`src/include/sram_port_pkg.sv`:
```
`default_nettype none

package sram_port_pkg;

  // ==========================================================
  // Register indices (byte address = index * 4)
  // ==========================================================
  localparam logic [7:0] IDX_RX_READ_HOLD    = 8'hf0;
  localparam logic [7:0] IDX_RX_READ_INCR    = 8'hf2;
  localparam logic [7:0] IDX_RD_ADDR_LOW     = 8'hf4;
  localparam logic [7:0] IDX_RD_ADDR_HIGH    = 8'hf5;
  localparam logic [7:0] IDX_TX_WRITE_HOLD   = 8'hf6;
  localparam logic [7:0] IDX_TX_WRITE_INCR   = 8'hf8;
  localparam logic [7:0] IDX_WR_ADDR_LOW     = 8'hfa;
  localparam logic [7:0] IDX_WR_ADDR_HIGH    = 8'hfb;
  localparam logic [7:0] IDX_TX_LENGTH_LOW   = 8'hfc;
  localparam logic [7:0] IDX_TX_LENGTH_HIGH  = 8'hfd;
  localparam logic [7:0] IDX_EVENT_STATUS    = 8'hfe;
  localparam logic [7:0] IDX_EVENT_MASK      = 8'hff;

  localparam int         APB_ADDR_W          = 12;

  // ==========================================================
  // Field positions and values
  // ==========================================================
  localparam int         BUS_WIDTH_LSB       = 6;
  localparam int         POINTER_WRAP_BIT    = 7;
  localparam logic [7:0] WRAP_READ_HIGH      = 8'h0c;
  localparam logic [1:0] BUS_16BIT           = 2'h0;
  localparam logic [1:0] BUS_32BIT           = 2'h1;
  localparam logic [1:0] BUS_8BIT            = 2'h2;

  // ==========================================================
  // Memory map of the packet store
  // ==========================================================
  localparam logic [15:0] RX_START_ADDR      = 16'h0c00;
  localparam logic [15:0] TX_START_ADDR      = 16'h0000;
  localparam logic [15:0] TX_LAST_ADDR       = 16'h0bff;
  localparam logic [15:0] MEM_LAST_ADDR      = 16'h3fff;

  // ==========================================================
  // Reset values
  // ==========================================================
  localparam logic [7:0] RST_BYTE            = 8'h00;
  localparam logic [3:0] RST_FLAGS           = 4'h0;

  typedef struct packed {
    logic rx_counter_overflow;
    logic rx_overflow;
    logic tx_done;
    logic rx_done;
  } event_s;

  typedef struct packed {
    logic [15:0] addr;
    logic [31:0] data;
    logic [3:0]  be;
  } mem_write_s;

endpackage

`default_nettype wire

```
`src/verilog/host_sram_port_and_irq_regs.sv`:
```
// Behaviour
// - Read of increment port returns data at read pointer, then steps 1/2/4 bytes.
// - Read of hold port returns data at read pointer, pointer kept.
// - Read address is two R/W bytes, low byte first, both reset to zero.
// - Setting the wrap enable bit loads read address high byte with 0Ch.
// - Write-only hold port stores data at write pointer, pointer kept.
// - Write to increment port stores data, then steps pointer 1/2/4 bytes.
// - Write address is two R/W bytes, both reset to zero.
// - Host loads frame length into two R/W bytes, low byte lower address.
// - Status bits 7:6 show bus width read-only: 00=16, 01=32, 10=8.
// - Status bits 3:0 latch four events, reset zero, write one clears.
// - Mask bits 3:0 R/W, reset zero, enable corresponding latched events onto irq.
// - With mask bit 7 set, read pointer wraps past 3FFFh to 0C00h, write pointer past 0BFFh to 0000h.
// - Reserved status bits 5:4 and mask bits 6:4 read zero, read-only.
`timescale 1ns/1ps
`default_nettype none

module host_sram_port_and_irq_regs
  import sram_port_pkg::*;
(
  input  wire logic                                pclk,
  input  wire logic                                presetn,
  input  wire logic                                psel,
  input  wire logic                                penable,
  input  wire logic                                pwrite,
  input  wire logic [sram_port_pkg::APB_ADDR_W-1:0] paddr,
  input  wire logic [31:0]                         pwdata,
  output logic      [31:0]                         prdata,
  output logic                                     pready,
  output logic                                     pslverr,
  input  wire logic [1:0]                          bus_width_pin,
  input  wire sram_port_pkg::event_s               events,
  output logic      [15:0]                         rx_mem_addr,
  input  wire logic [31:0]                         rx_mem_rdata,
  output logic                                     tx_mem_we,
  output sram_port_pkg::mem_write_s                tx_mem_req,
  output logic      [15:0]                         tx_length,
  output logic                                     irq
);
  import sram_port_pkg::*;

  // ==========================================================
  // Bus width strap synchroniser
  // ==========================================================
  logic [1:0] width_meta_q;
  logic [1:0] bus_width_field_q;

  always_ff @(posedge pclk or negedge presetn) begin
    if (!presetn) begin
      width_meta_q      <= BUS_16BIT;
      bus_width_field_q <= BUS_16BIT;
    end else begin
      width_meta_q      <= bus_width_pin;
      bus_width_field_q <= width_meta_q;
    end
  end

  // ==========================================================
  // Step and lane selection
  // ==========================================================
  // Reserved code 11 treated as 8-bit, the safest step
  wire logic [15:0] step;
  wire logic [31:0] lane_mask;
  wire logic [3:0]  lane_be;

  assign step      = (bus_width_field_q == BUS_32BIT) ? 16'h0004 :
                     (bus_width_field_q == BUS_16BIT) ? 16'h0002 : 16'h0001;
  assign lane_mask = (bus_width_field_q == BUS_32BIT) ? 32'hffffffff :
                     (bus_width_field_q == BUS_16BIT) ? 32'h0000ffff : 32'h000000ff;
  assign lane_be   = (bus_width_field_q == BUS_32BIT) ? 4'hf :
                     (bus_width_field_q == BUS_16BIT) ? 4'h3 : 4'h1;

  // ==========================================================
  // APB decode
  // ==========================================================
  wire logic [7:0] idx;
  wire logic       idx_ok;
  wire logic       setup_rd;
  wire logic       acc;
  wire logic       wr;
  wire logic       rd;

  assign idx      = paddr[9:2];
  assign idx_ok   = (paddr[11:10] == 2'h0) && (paddr[1:0] == 2'h0);
  assign acc      = psel && penable;
  assign wr       = acc && pwrite;
  assign rd       = acc && !pwrite;
  assign setup_rd = psel && !penable && !pwrite;

  wire logic hit_rhold;
  wire logic hit_rincr;
  wire logic hit_ral;
  wire logic hit_rah;
  wire logic hit_whold;
  wire logic hit_wincr;
  wire logic hit_wal;
  wire logic hit_wah;
  wire logic hit_lenl;
  wire logic hit_lenh;
  wire logic hit_stat;
  wire logic hit_mask;
  wire logic mapped;

  assign hit_rhold = idx_ok && (idx == IDX_RX_READ_HOLD);
  assign hit_rincr = idx_ok && (idx == IDX_RX_READ_INCR);
  assign hit_ral   = idx_ok && (idx == IDX_RD_ADDR_LOW);
  assign hit_rah   = idx_ok && (idx == IDX_RD_ADDR_HIGH);
  assign hit_whold = idx_ok && (idx == IDX_TX_WRITE_HOLD);
  assign hit_wincr = idx_ok && (idx == IDX_TX_WRITE_INCR);
  assign hit_wal   = idx_ok && (idx == IDX_WR_ADDR_LOW);
  assign hit_wah   = idx_ok && (idx == IDX_WR_ADDR_HIGH);
  assign hit_lenl  = idx_ok && (idx == IDX_TX_LENGTH_LOW);
  assign hit_lenh  = idx_ok && (idx == IDX_TX_LENGTH_HIGH);
  assign hit_stat  = idx_ok && (idx == IDX_EVENT_STATUS);
  assign hit_mask  = idx_ok && (idx == IDX_EVENT_MASK);
  assign mapped    = hit_rhold || hit_rincr || hit_ral || hit_rah || hit_whold ||
                     hit_wincr || hit_wal || hit_wah || hit_lenl || hit_lenh ||
                     hit_stat || hit_mask;

  // ==========================================================
  // Bus response
  // ==========================================================
  // Every access completes in one access cycle
  assign pready  = 1'b1;
  assign pslverr = acc && !mapped;

  // ==========================================================
  // Registers
  // ==========================================================
  logic [15:0] rd_ptr_q;
  logic [15:0] rd_ptr_d;
  logic [15:0] wr_ptr_q;
  logic [15:0] wr_ptr_d;
  logic [15:0] len_q;
  logic [15:0] len_d;
  logic [3:0]  flags_q;
  logic [3:0]  flags_d;
  logic [7:0]  mask_q;
  logic [7:0]  mask_d;
  logic [31:0] prdata_q;
  logic [31:0] prdata_d;
  logic        tx_we_q;
  mem_write_s  tx_req_q;
  mem_write_s  tx_req_d;

  wire logic        wrap_en;
  wire logic [15:0] rd_sum;
  wire logic [15:0] wr_sum;
  wire logic [15:0] rd_next;
  wire logic [15:0] wr_next;
  wire logic [3:0]  ev_vec;
  wire logic [7:0]  status_rd;
  wire logic [7:0]  mask_rd;

  assign wrap_en = mask_q[POINTER_WRAP_BIT];
  assign rd_sum  = rd_ptr_q + step;
  assign wr_sum  = wr_ptr_q + step;
  // Wrap tests the stepped pointer; the store ends far below the 16-bit carry
  assign rd_next = (wrap_en && (rd_sum > MEM_LAST_ADDR)) ?
                   RX_START_ADDR : rd_sum;
  assign wr_next = (wrap_en && (wr_sum > TX_LAST_ADDR)) ?
                   TX_START_ADDR : wr_sum;
  assign ev_vec    = events;
  assign status_rd = {bus_width_field_q, 2'b00, flags_q};
  assign mask_rd   = {mask_q[7], 3'b000, mask_q[3:0]};

  // ==========================================================
  // Read pointer
  // ==========================================================
  always_comb begin
    rd_ptr_d = rd_ptr_q;
    if (rd && hit_rincr) begin
      rd_ptr_d = rd_next;
    end else if (wr && hit_ral) begin
      rd_ptr_d = {rd_ptr_q[15:8], pwdata[7:0]};
    end else if (wr && hit_rah) begin
      rd_ptr_d = {pwdata[7:0], rd_ptr_q[7:0]};
    end else if (wr && hit_mask && pwdata[POINTER_WRAP_BIT]) begin
      rd_ptr_d = {WRAP_READ_HIGH, rd_ptr_q[7:0]};
    end
  end

  // One register for both bytes keeps the step carry in one adder
  always_ff @(posedge pclk or negedge presetn) begin
    if (!presetn) begin
      rd_ptr_q <= {RST_BYTE, RST_BYTE};
    end else begin
      rd_ptr_q <= rd_ptr_d;
    end
  end

  // ==========================================================
  // Write pointer
  // ==========================================================
  always_comb begin
    wr_ptr_d = wr_ptr_q;
    if (wr && hit_wincr) begin
      wr_ptr_d = wr_next;
    end else if (wr && hit_wal) begin
      wr_ptr_d = {wr_ptr_q[15:8], pwdata[7:0]};
    end else if (wr && hit_wah) begin
      wr_ptr_d = {pwdata[7:0], wr_ptr_q[7:0]};
    end
  end

  // Same layout as the read pointer, so both step alike
  always_ff @(posedge pclk or negedge presetn) begin
    if (!presetn) begin
      wr_ptr_q <= {RST_BYTE, RST_BYTE};
    end else begin
      wr_ptr_q <= wr_ptr_d;
    end
  end

  // ==========================================================
  // Frame length
  // ==========================================================
  always_comb begin
    len_d = len_q;
    if (wr && hit_lenl) begin
      len_d = {len_q[15:8], pwdata[7:0]};
    end else if (wr && hit_lenh) begin
      len_d = {pwdata[7:0], len_q[7:0]};
    end
  end

  // Cleared on reset, though software must load it before use
  always_ff @(posedge pclk or negedge presetn) begin
    if (!presetn) begin
      len_q <= {RST_BYTE, RST_BYTE};
    end else begin
      len_q <= len_d;
    end
  end

  // ==========================================================
  // Event latches
  // ==========================================================
  always_comb begin
    flags_d = flags_q;
    if (wr && hit_stat) begin
      flags_d = flags_q & ~pwdata[3:0];
    end
    // A new event beats a clear in the same cycle
    flags_d = flags_d | ev_vec;
  end

  // Events are same-clock pulses, so no synchroniser here
  always_ff @(posedge pclk or negedge presetn) begin
    if (!presetn) begin
      flags_q <= RST_FLAGS;
    end else begin
      flags_q <= flags_d;
    end
  end

  // ==========================================================
  // Event mask
  // ==========================================================
  always_comb begin
    mask_d = mask_q;
    if (wr && hit_mask) begin
      mask_d = {pwdata[7], 3'b000, pwdata[3:0]};
    end
  end

  // Reserved bits are never stored, so they cannot read back
  always_ff @(posedge pclk or negedge presetn) begin
    if (!presetn) begin
      mask_q <= RST_BYTE;
    end else begin
      mask_q <= mask_d;
    end
  end

  // ==========================================================
  // Read data
  // ==========================================================
  // Read data captured in setup so the access sees the old pointer
  always_comb begin
    prdata_d = prdata_q;
    if (setup_rd) begin
      if (hit_rhold || hit_rincr) begin
        prdata_d = rx_mem_rdata & lane_mask;
      end else if (hit_ral) begin
        prdata_d = {24'h000000, rd_ptr_q[7:0]};
      end else if (hit_rah) begin
        prdata_d = {24'h000000, rd_ptr_q[15:8]};
      end else if (hit_wal) begin
        prdata_d = {24'h000000, wr_ptr_q[7:0]};
      end else if (hit_wah) begin
        prdata_d = {24'h000000, wr_ptr_q[15:8]};
      end else if (hit_lenl) begin
        prdata_d = {24'h000000, len_q[7:0]};
      end else if (hit_lenh) begin
        prdata_d = {24'h000000, len_q[15:8]};
      end else if (hit_stat) begin
        prdata_d = {24'h000000, status_rd};
      end else if (hit_mask) begin
        prdata_d = {24'h000000, mask_rd};
      end else begin
        prdata_d = 32'h00000000;
      end
    end
  end

  // Held between reads, so a late sample still sees the word
  always_ff @(posedge pclk or negedge presetn) begin
    if (!presetn) begin
      prdata_q <= 32'h00000000;
    end else begin
      prdata_q <= prdata_d;
    end
  end

  // ==========================================================
  // Transmit write request
  // ==========================================================
  wire logic tx_port_wr;
  assign tx_port_wr = wr && (hit_whold || hit_wincr);

  // Write ports store at the pointer as it was before the step
  always_comb begin
    tx_req_d = tx_req_q;
    if (wr && (hit_whold || hit_wincr)) begin
      tx_req_d.addr = wr_ptr_q;
      tx_req_d.data = pwdata & lane_mask;
      tx_req_d.be   = lane_be;
    end
  end

  // ==========================================================
  // Transmit write flip-flops
  // ==========================================================
  always_ff @(posedge pclk or negedge presetn) begin
    if (!presetn) begin
      tx_we_q <= 1'b0;
    end else begin
      tx_we_q <= tx_port_wr;
    end
  end

  always_ff @(posedge pclk or negedge presetn) begin
    if (!presetn) begin
      tx_req_q <= '0;
    end else begin
      tx_req_q <= tx_req_d;
    end
  end

  // ==========================================================
  // Interrupt
  // ==========================================================
  // Level output, so software sees a pending event until it clears it
  wire logic [3:0] pending;
  assign pending = flags_q & mask_q[3:0];

  // ==========================================================
  // Outputs
  // ==========================================================
  assign prdata      = prdata_q;
  assign rx_mem_addr = rd_ptr_q;
  assign tx_mem_we   = tx_we_q;
  assign tx_mem_req  = tx_req_q;
  assign tx_length   = len_q;
  assign irq         = |pending;

endmodule // host_sram_port_and_irq_regs

`default_nettype wire

```
`config.mk`:
```
export PLATFORM = sky130hd
export DESIGN_NAME = host_sram_port_and_irq_regs
export DESIGN_NICKNAME = d
export VERILOG_FILES = /design/src/include/sram_port_pkg.sv /design/src/verilog/host_sram_port_and_irq_regs.sv
export SDC_FILE = /design/constraint.sdc
export NUM_CORES = 1
export LEC_CHECK = 0
export BUFFER_PORTS_ARGS = -buffer_cell sky130_fd_sc_hd__buf_2
export CAP_MARGIN = 15
export CORE_MARGIN = 2
export CORE_UTILIZATION = 48
export DETAILED_ROUTE_END_ITERATION = 12
export PLACE_DENSITY = 0.78
export SETUP_SLACK_MARGIN = 0.15
export SLEW_MARGIN = 20
export SYNTH_ARGS = -nofsm -noshare
export SYNTH_HDL_FRONTEND = slang
export SYNTH_SLANG_ARGS = --single-unit
```
`constraint.sdc`:
```
create_clock -name pclk -period 3.4 [get_ports pclk]
set_clock_uncertainty 0.1 [all_clocks]
set_input_delay 0.34 -clock pclk [delete_from_list [all_inputs] [get_ports pclk]]
set_output_delay 0.34 -clock pclk [all_outputs]
set_load 0.05 [all_outputs]
```
==> metrics.txt, run 1 <==
Num CTS Buffers=17; Synth Area in Compound Gates=between 10% and 20%; RSZ-0062 raised after global routing=no; Synth Area in Adders=about 1.1%; number of global-route vias before repair=6,671; Die Span X=129 um; Crit path buffers/inverters=0; Post-Synthesis Cells=a little over 800; setup violators final=0; Crit path largest cell delay=0.45 ns; Crit path max-delay family=compound AO/OA/AOI/OAI gates; CP max-delay cell=dfrtp_1; mux contribution to synthesized area=under 10%; CTS root buffer=clkbuf_16; PortBufs=approximately 210; pin count of the biggest net entering global routing=72; Post-CTS Setup Bufs=0; Post-Synth XOR/XNOR Area=1.18%; via count=approximately 7,100; # nets final=1,112; post-synthesis sequential area ratio=48.8%; post-route antenna net violation count=0; Synth Flop Type=dfrtp_1; worst path required time=~3.7 ns; Synth async-reset ratio=100%; Tot GR Track Use=between 20% and 30%; largest family of logic cells by synthesized area=simple AND/OR/NAND/NOR gates; Leak=4.93 nW; H-tree levels=4; Power Dens Cells=411 mW/mm^2; Top Ports=207; Post-Syn Area per Cell=9.10 sq um; clock net sink count=145; Yosys cell types=75; worst reg2reg setup slack=0.29 ns; nature of the critical path endpoint=flop; Final Slew Violations=0; Layout Area Growth over Synthesis=26.3%; Final Hold Viols=0; Worst-path clk slew=about 0.070 ns; Critical R2R Launch=bus_width_field_q[0]; Min-Delay Path Class=in -> reg; DR WL/cell=19.0 um; Top Metal Used=met4; Pwr Total=3.87 mW; initial drt markers=630; Tcrit/Tclk final=between 90% and 100%; Post-Route WL=23,200 um; Simple-Gate Fraction of Synth Area=23.4%; die height=129 um; most frequent cells in the layout=buf_2 (204), nand2_1 (200), dfrtp_1 (145); total congestion overflow=0; global-route wire length before repair=35,800 um; area occupied by registers=0.00363 sq mm; Clock Path Buffers=2; number of synthesized flops with an enable pin=0; antenna diode count=0; FF+latch count, synth=145; Max Cap Viol=0; Peak supply drop=between 300 and 400 uV; CP Launch Type=flop; commonest non-fill, non-tap cell in the layout=buf_2; Cell Rows=45; # fillers=~1,300; share of the synthesized area in the top cell type=48.8%; Via density=about 5.8; CORE AREA=0.0152 sq mm; Crit Path Category=reg -> reg; TritonCTS clock tree=done; synth top area cells=dfrtp_1 (49%), nand2_1 (10%), nand3_1 (3.2%); area of the multi-input gates=0.00353 sq mm; arrival time worst endpoint=~3.4 ns; area leader, netlist=dfrtp_1; CP max FO=5; Worst Max-Slew Pin Slew=1.00 ns; Synth Cell Area=between 0.007 and 0.008 sq mm; worst path cell trace=nor2b_4 > ha_1 > a31o_1 > a311oi_4 > nor3_1 > o311a_1 > or3_4 > o31ai_2 > a22o_1; Tmin final=3.11 ns; total negative slack=0 ns; Syn. warnings=0; Hold Crit Start=pwdata[17]; Syn Nets=just over 900; HPWL Detailed=16,800 um; layout cell share with drive strength beyond 1=29.6%; Rel. slew slack=33.2%; Die ar.=0.0165 sq mm; router iterations before antenna repair=6; antenna violations before repair=0; outcome=finished clean; fmax=about 0.32 GHz; clk_lat worst skew=0.43 ns; routed length on met1=~9700 um; Initial Util=48.9%; number of remaining DRC errors=0; met2 WL=10,600 um; met3 WL post-DR=slightly above 2000 um; worst setup path startpoint=bus_width_field_q[0]; routability cong.=0.977
report_power, final:
part           internal (mW)  switching [mW]
clock network           1.04           0.823
logic                 0.0873           0.175
registers               1.73         0.00727
layer usage:
metal | up-vias | track usage [%]
met5 | - | 0
met4 | 0 | 11.6
met3 | 51 | 6.65
met2 | 369 | 44.7
met1 | 3364 | 37.2
li1 | 3314 | -
registers in the layout, indices dropped and copies added, names as in the netlist:
| name | flops |
|---|---|
| tx_mem_req | 51 |
| prdata | 32 |
| rx_mem_addr | 16 |
| tx_length | 16 |
| wr_ptr_q | 16 |
| mask_q | 5 |
| flags_q | 4 |
| bus_width_field_q | 2 |
| width_meta_q | 2 |
| tx_mem_we | 1 |
kinds of logic after synthesis:
| family | count (synthesis) |
|---|---|
| xor gates and xnor gates | 10 |
| DFF | 145 |
| other | 1 |
| muxes | 26 |
| buffers and inverters | 77 |
| and+or+nand+nor | 373 |
| AOI/OAI and AO/OA | 179 |
| adders and majority gates | 7 |
cell type report:
cell class              count  area share, %
clock buffers              17           4.53
clock inverters            15           1.70
inverters                  16          0.639
multi-input cells         596           37.6
flip-flops and latches    145           38.6
well taps                 188           2.50
repair buffers            243           14.5
worst paths after layout:
check                                            end  depth (start not counted)
worst min register to register  bus_width_field_q[0]                          0
worst max-delay path                    wr_ptr_q[14]                          9
worst max register to register          wr_ptr_q[14]                          9
max in group asynchronous                wr_ptr_q[8]                          3
min in group asynchronous             tx_mem_req[26]                          2
worst min-delay path                  tx_mem_req[21]                          3
worst register-to-register path: cells and delay by family, from the launching register on:
family                   cells  cell delay [ns]
flip-flops                   1             0.45
AND/OR/NAND/NOR              3             0.76
AO/OA/AOI/OAI                5             1.36
adder cells (fa/ha/maj)      1             0.38
through the flow:
stage / instance area (sq um) / std cells / util, % / setup slack [ns] / hold WS (ns)
CTS: 9390 / 1220 / 61.8 / 0.180 / 0.0162
detailed placement: 8730 / 1181 / 57.4 / 0.239 / 0.193
global route: 9400 / 1220 / 61.8 / 0.157 / 0.0238
floorplan: 7440 / 818 / - / 0.155 / -0.0556
finish: 9400 / 1220 / 61.8 / 0.293 / 0.0266
global placement: 8730 / 1181 / 57.4 / 0.347 / 0.193
synth_stat cells (all sizes together) (9+ instances only):
master,n
a31oi,13
a21oi,20
nor3,14
buf,11
nand2,200
and3,9
clkbuf,50
nand3b,11
a22o,23
inv,15
nor2b,9
nand3,48
dfrtp,145
o21ai,43
a22oi,14
nor2,37
and2,9
mux2,20
timing repair:
item | 4_1_cts | 5_1_grt
gates resized for setup | 0 | 3
setup endpoints to repair | 0 | 13
hold buffers | 7 | 0
hold endpoints to repair | 51 | 0
No activity file was read; power rests on OpenSTA's default activity.
==> inputs of run 2 (changes only) <==
Settings changed: ABC_AREA set to 1.
==> metrics.txt, run 2 <==
area of the multi-input gates=0.00333 sq mm (was 0.00353 sq mm); router iterations before antenna repair=5 (was 6); DR WL/cell=16.4 um (was 19.0 um); area leader, netlist=dfrtp_1 (unchanged); outcome=finished clean (unchanged); antenna violations before repair=0 (unchanged); total negative slack=0 ns (unchanged); # fillers=1,429 (was 1,292); global-route wire length before repair=36,000 um (was 35,800 um); CTS root buffer=clkbuf_16 (unchanged); utilization after layout=62.1% (was 61.8%); finished layout cell area=0.00951 sq mm (was 0.00940 sq mm); number of synthesized flops with an enable pin=0 (unchanged); Clock Power Share=49.0% (was 48.2%); post-synthesis sequential area ratio=47.9% (was 48.8%); Layout Area Growth over Synthesis=25.7% (was 26.3%); Num CTS Buffers=17 (unchanged); Worst-path clk slew=0.06 ns (was 0.07 ns); Min-Delay Path Class=in -> reg (unchanged); Largest register FFs=51 (unchanged); Die ar.=0.0168 sq mm (was 0.0165 sq mm); Syn Nets=1,081 (was 911); Synth Cell Area=0.00757 sq mm (was 0.00744 sq mm); CP Launch Type=flop (unchanged); TritonCTS clock tree=done (unchanged); synth top area cells=dfrtp_1 (48%), nand2_1 (15%), inv_1 (5.8%) (was dfrtp_1 (49%), nand2_1 (10%), nand3_1 (3.2%)); Synth Flop Type=dfrtp_1 (unchanged); sw power=0.941 mW (was 1.01 mW); antenna diode count=0 (unchanged); total congestion overflow=0 (unchanged); Clock Path Buffers=2 (unchanged); Die Span X=130 um (was 129 um); Syn. warnings=0 (unchanged); fmax=0.344 GHz (was 0.322 GHz); # nets final=1,293 (was 1,112); Yosys cell types=43 (was 75); CP max-delay cell=dfrtp_1 (unchanged); Post-Syn Area per Cell=7.66 sq um (was 9.10 sq um); Cell Rows=45 (unchanged); Tcrit/Tclk final=85.6% (was 91.4%); Via density=5.34 (was 5.82); worst path required time=3.65 ns (was 3.67 ns); via count=7,610 (was 7,098); most frequent cells in the layout=nand2_1 (305), buf_2 (204), dfrtp_1 (145) (was buf_2 (204), nand2_1 (200), dfrtp_1 (145)); area occupied by registers=0.00363 sq mm (unchanged); Top Ports=207 (unchanged); die height=130 um (was 129 um); Peak supply drop=321 uV (was 313 uV); Crit path largest cell delay=0.50 ns (was 0.45 ns); number of global-route vias before repair=6,872 (was 6,671); clock net sink count=145 (unchanged); most frequent CP cell=nand2_1; dpl cell area=0.00884 sq mm (was 0.00873 sq mm); Sequential Power Share=44.9% (was 45.0%); Rel. slew slack=42.4% (was 33.2%); Leak=5.24 nW (was 4.93 nW); FF+latch count, synth=145 (unchanged); Tot GR Track Use=28.0% (was 28.1%); Crit Path Category=reg -> reg (unchanged); CORE AREA=0.0153 sq mm (was 0.0152 sq mm); nature of the critical path endpoint=flop (unchanged); post-route antenna net violation count=0 (unchanged); pin count of the biggest net entering global routing=63 (was 72); Worst Max-Slew Pin Slew=0.857 ns (was 1.00 ns); Final Slew Violations=0 (unchanged); Tmin final=2.91 ns (was 3.11 ns); worst path cell trace=buf_4 > nor2_4 > nand2_1 > and2_1 > ha_1 > inv_1 > nand2_1 > nand2_1 > nand2_1 > nand3_1 > nand2_1 > inv_1 > nand2_1 > nand2_1 > nand2_1 > o21ai_1 (was nor2b_4 > ha_1 > a31o_1 > a311oi_4 > nor3_1 > o311a_1 > or3_4 > o31ai_2 > a22o_1); commonest non-fill, non-tap cell in the layout=nand2_1 (was buf_2); Comb power frac=6.1% (was 6.8%); Crit path max-delay family=simple AND/OR/NAND/NOR gates (was compound AO/OA/AOI/OAI gates); H-tree levels=4 (unchanged); number of remaining DRC errors=0 (unchanged); layout cell share with drive strength beyond 1=22.3% (was 29.6%); Crit path buffers/inverters=3 (was 0); Post-Synthesis Cells=988 (was 818); clk_lat worst skew=0.43 ns (about the same); Cell Int Power=2.94 mW (was 2.86 mW); Initial Util=49.4% (was 48.9%); Max Cap Viol=0 (unchanged); setup violators final=0 (unchanged); routability cong.=0.983 (was 0.977); RSZ-0062 raised after global routing=no (unchanged); Post-Route WL=23,400 um (was 23,200 um); Final Hold Viols=0 (unchanged); Pwr Total=3.88 mW (was 3.87 mW); initial drt markers=745 (was 630); hold_ws=0.0210 ns (was 0.0266 ns); PortBufs=205 (unchanged); Post-CTS Setup Bufs=0 (unchanged); Power Dens Cells=407 mW/mm^2 (was 411 mW/mm^2); Synth async-reset ratio=100% (unchanged); Synth top cells by count=nand2_1 (305), dfrtp_1 (145), inv_1 (117), nand3_1 (77), o21ai_0 (76) (was nand2_1 (200), dfrtp_1 (145), clkbuf_1 (48), nand3_1 (48), o21ai_0 (39)); sw frac=24.3% (was 26.0%); CP max FO=12 (was 5); arrival time worst endpoint=3.16 ns (was 3.38 ns); share of the synthesized area in the top cell type=47.9% (was 48.8%); top-count cell post-synth=nand2_1 (unchanged); HPWL Detailed=17,300 um (was 16,800 um)
-- run 2: path summary, 6_finish.rpt --
| kind | from | endpoint | slack, ns | cells past startpoint |
|---|---|---|---|---|
| min in group asynchronous | presetn | rx_mem_addr[15] | 0.32 | 2 |
| setup reg to reg | bus_width_field_q[0] | rx_mem_addr[3] | 0.49 | 16 |
| max in group asynchronous | presetn | tx_mem_req[22] | 2.06 | 3 |
| setup / recovery | bus_width_field_q[0] | rx_mem_addr[3] | 0.49 | 16 |
| hold / removal | rx_mem_rdata[14] | prdata[14] | 0.02 | 2 |
| hold reg to reg | width_meta_q[0] | bus_width_field_q[0] | 0.25 | 0 |
-- run 2: repair_timing --
item | CTS | global route
hold endpoints to repair | 55 | 0
gates resized for setup | 0 | 0
hold buffers | 7 | 0
-- run 2: power groups by stage --
stage               clock [mW]  combinational (mW)  sequential, mW
floorplan                    0              0.0904            1.78
detailed placement           0               0.229            1.77
global route              2.01               0.262            1.74
global placement             0               0.229            1.77
finish                    1.90               0.237            1.74
CTS                       1.92               0.237            1.74
-- run 2: cells by family (layout without fill, tap and decap cells) --
group	after synthesis	after routing	synth area share, %
and+or+nand+nor	516	516	29.8
buffers and inverters	155	380	8.13
AOI/OAI and AO/OA	153	153	11.7
DFF	145	145	47.9
xor gates and xnor gates	12	12	1.39
adders and majority gates	6	6	0.992
other	1	1	0.0495
-- run 2: cell type report --
type	instances	share of cell area, %
flip-flops and latches	145	38.1
multi-input cells	688	35.0
repair buffers	225	12.9
inverters	123	4.85
clock buffers	19	4.76
well taps	211	2.77
clock inverters	13	1.56
-- run 2: layer usage --
metal / routed length, um / vias to the layer above / track usage, %
met5: 0 / - / 0
met4: 468 / 0 / 8.98
met3: 1870 / 43 / 5.90
met2: 11100 / 333 / 44.9
met1: 10000 / 3577 / 38.1
li1: - / 3657 / -
-- run 2: per-stage QoR --
stage	setup WS (ns)	instances
after floorplan	0.746	988
after global placement	0.592	1385
after detailed placement	0.516	1385
after CTS	0.505	1424
after global routing	0.235	1424
final	0.491	1424
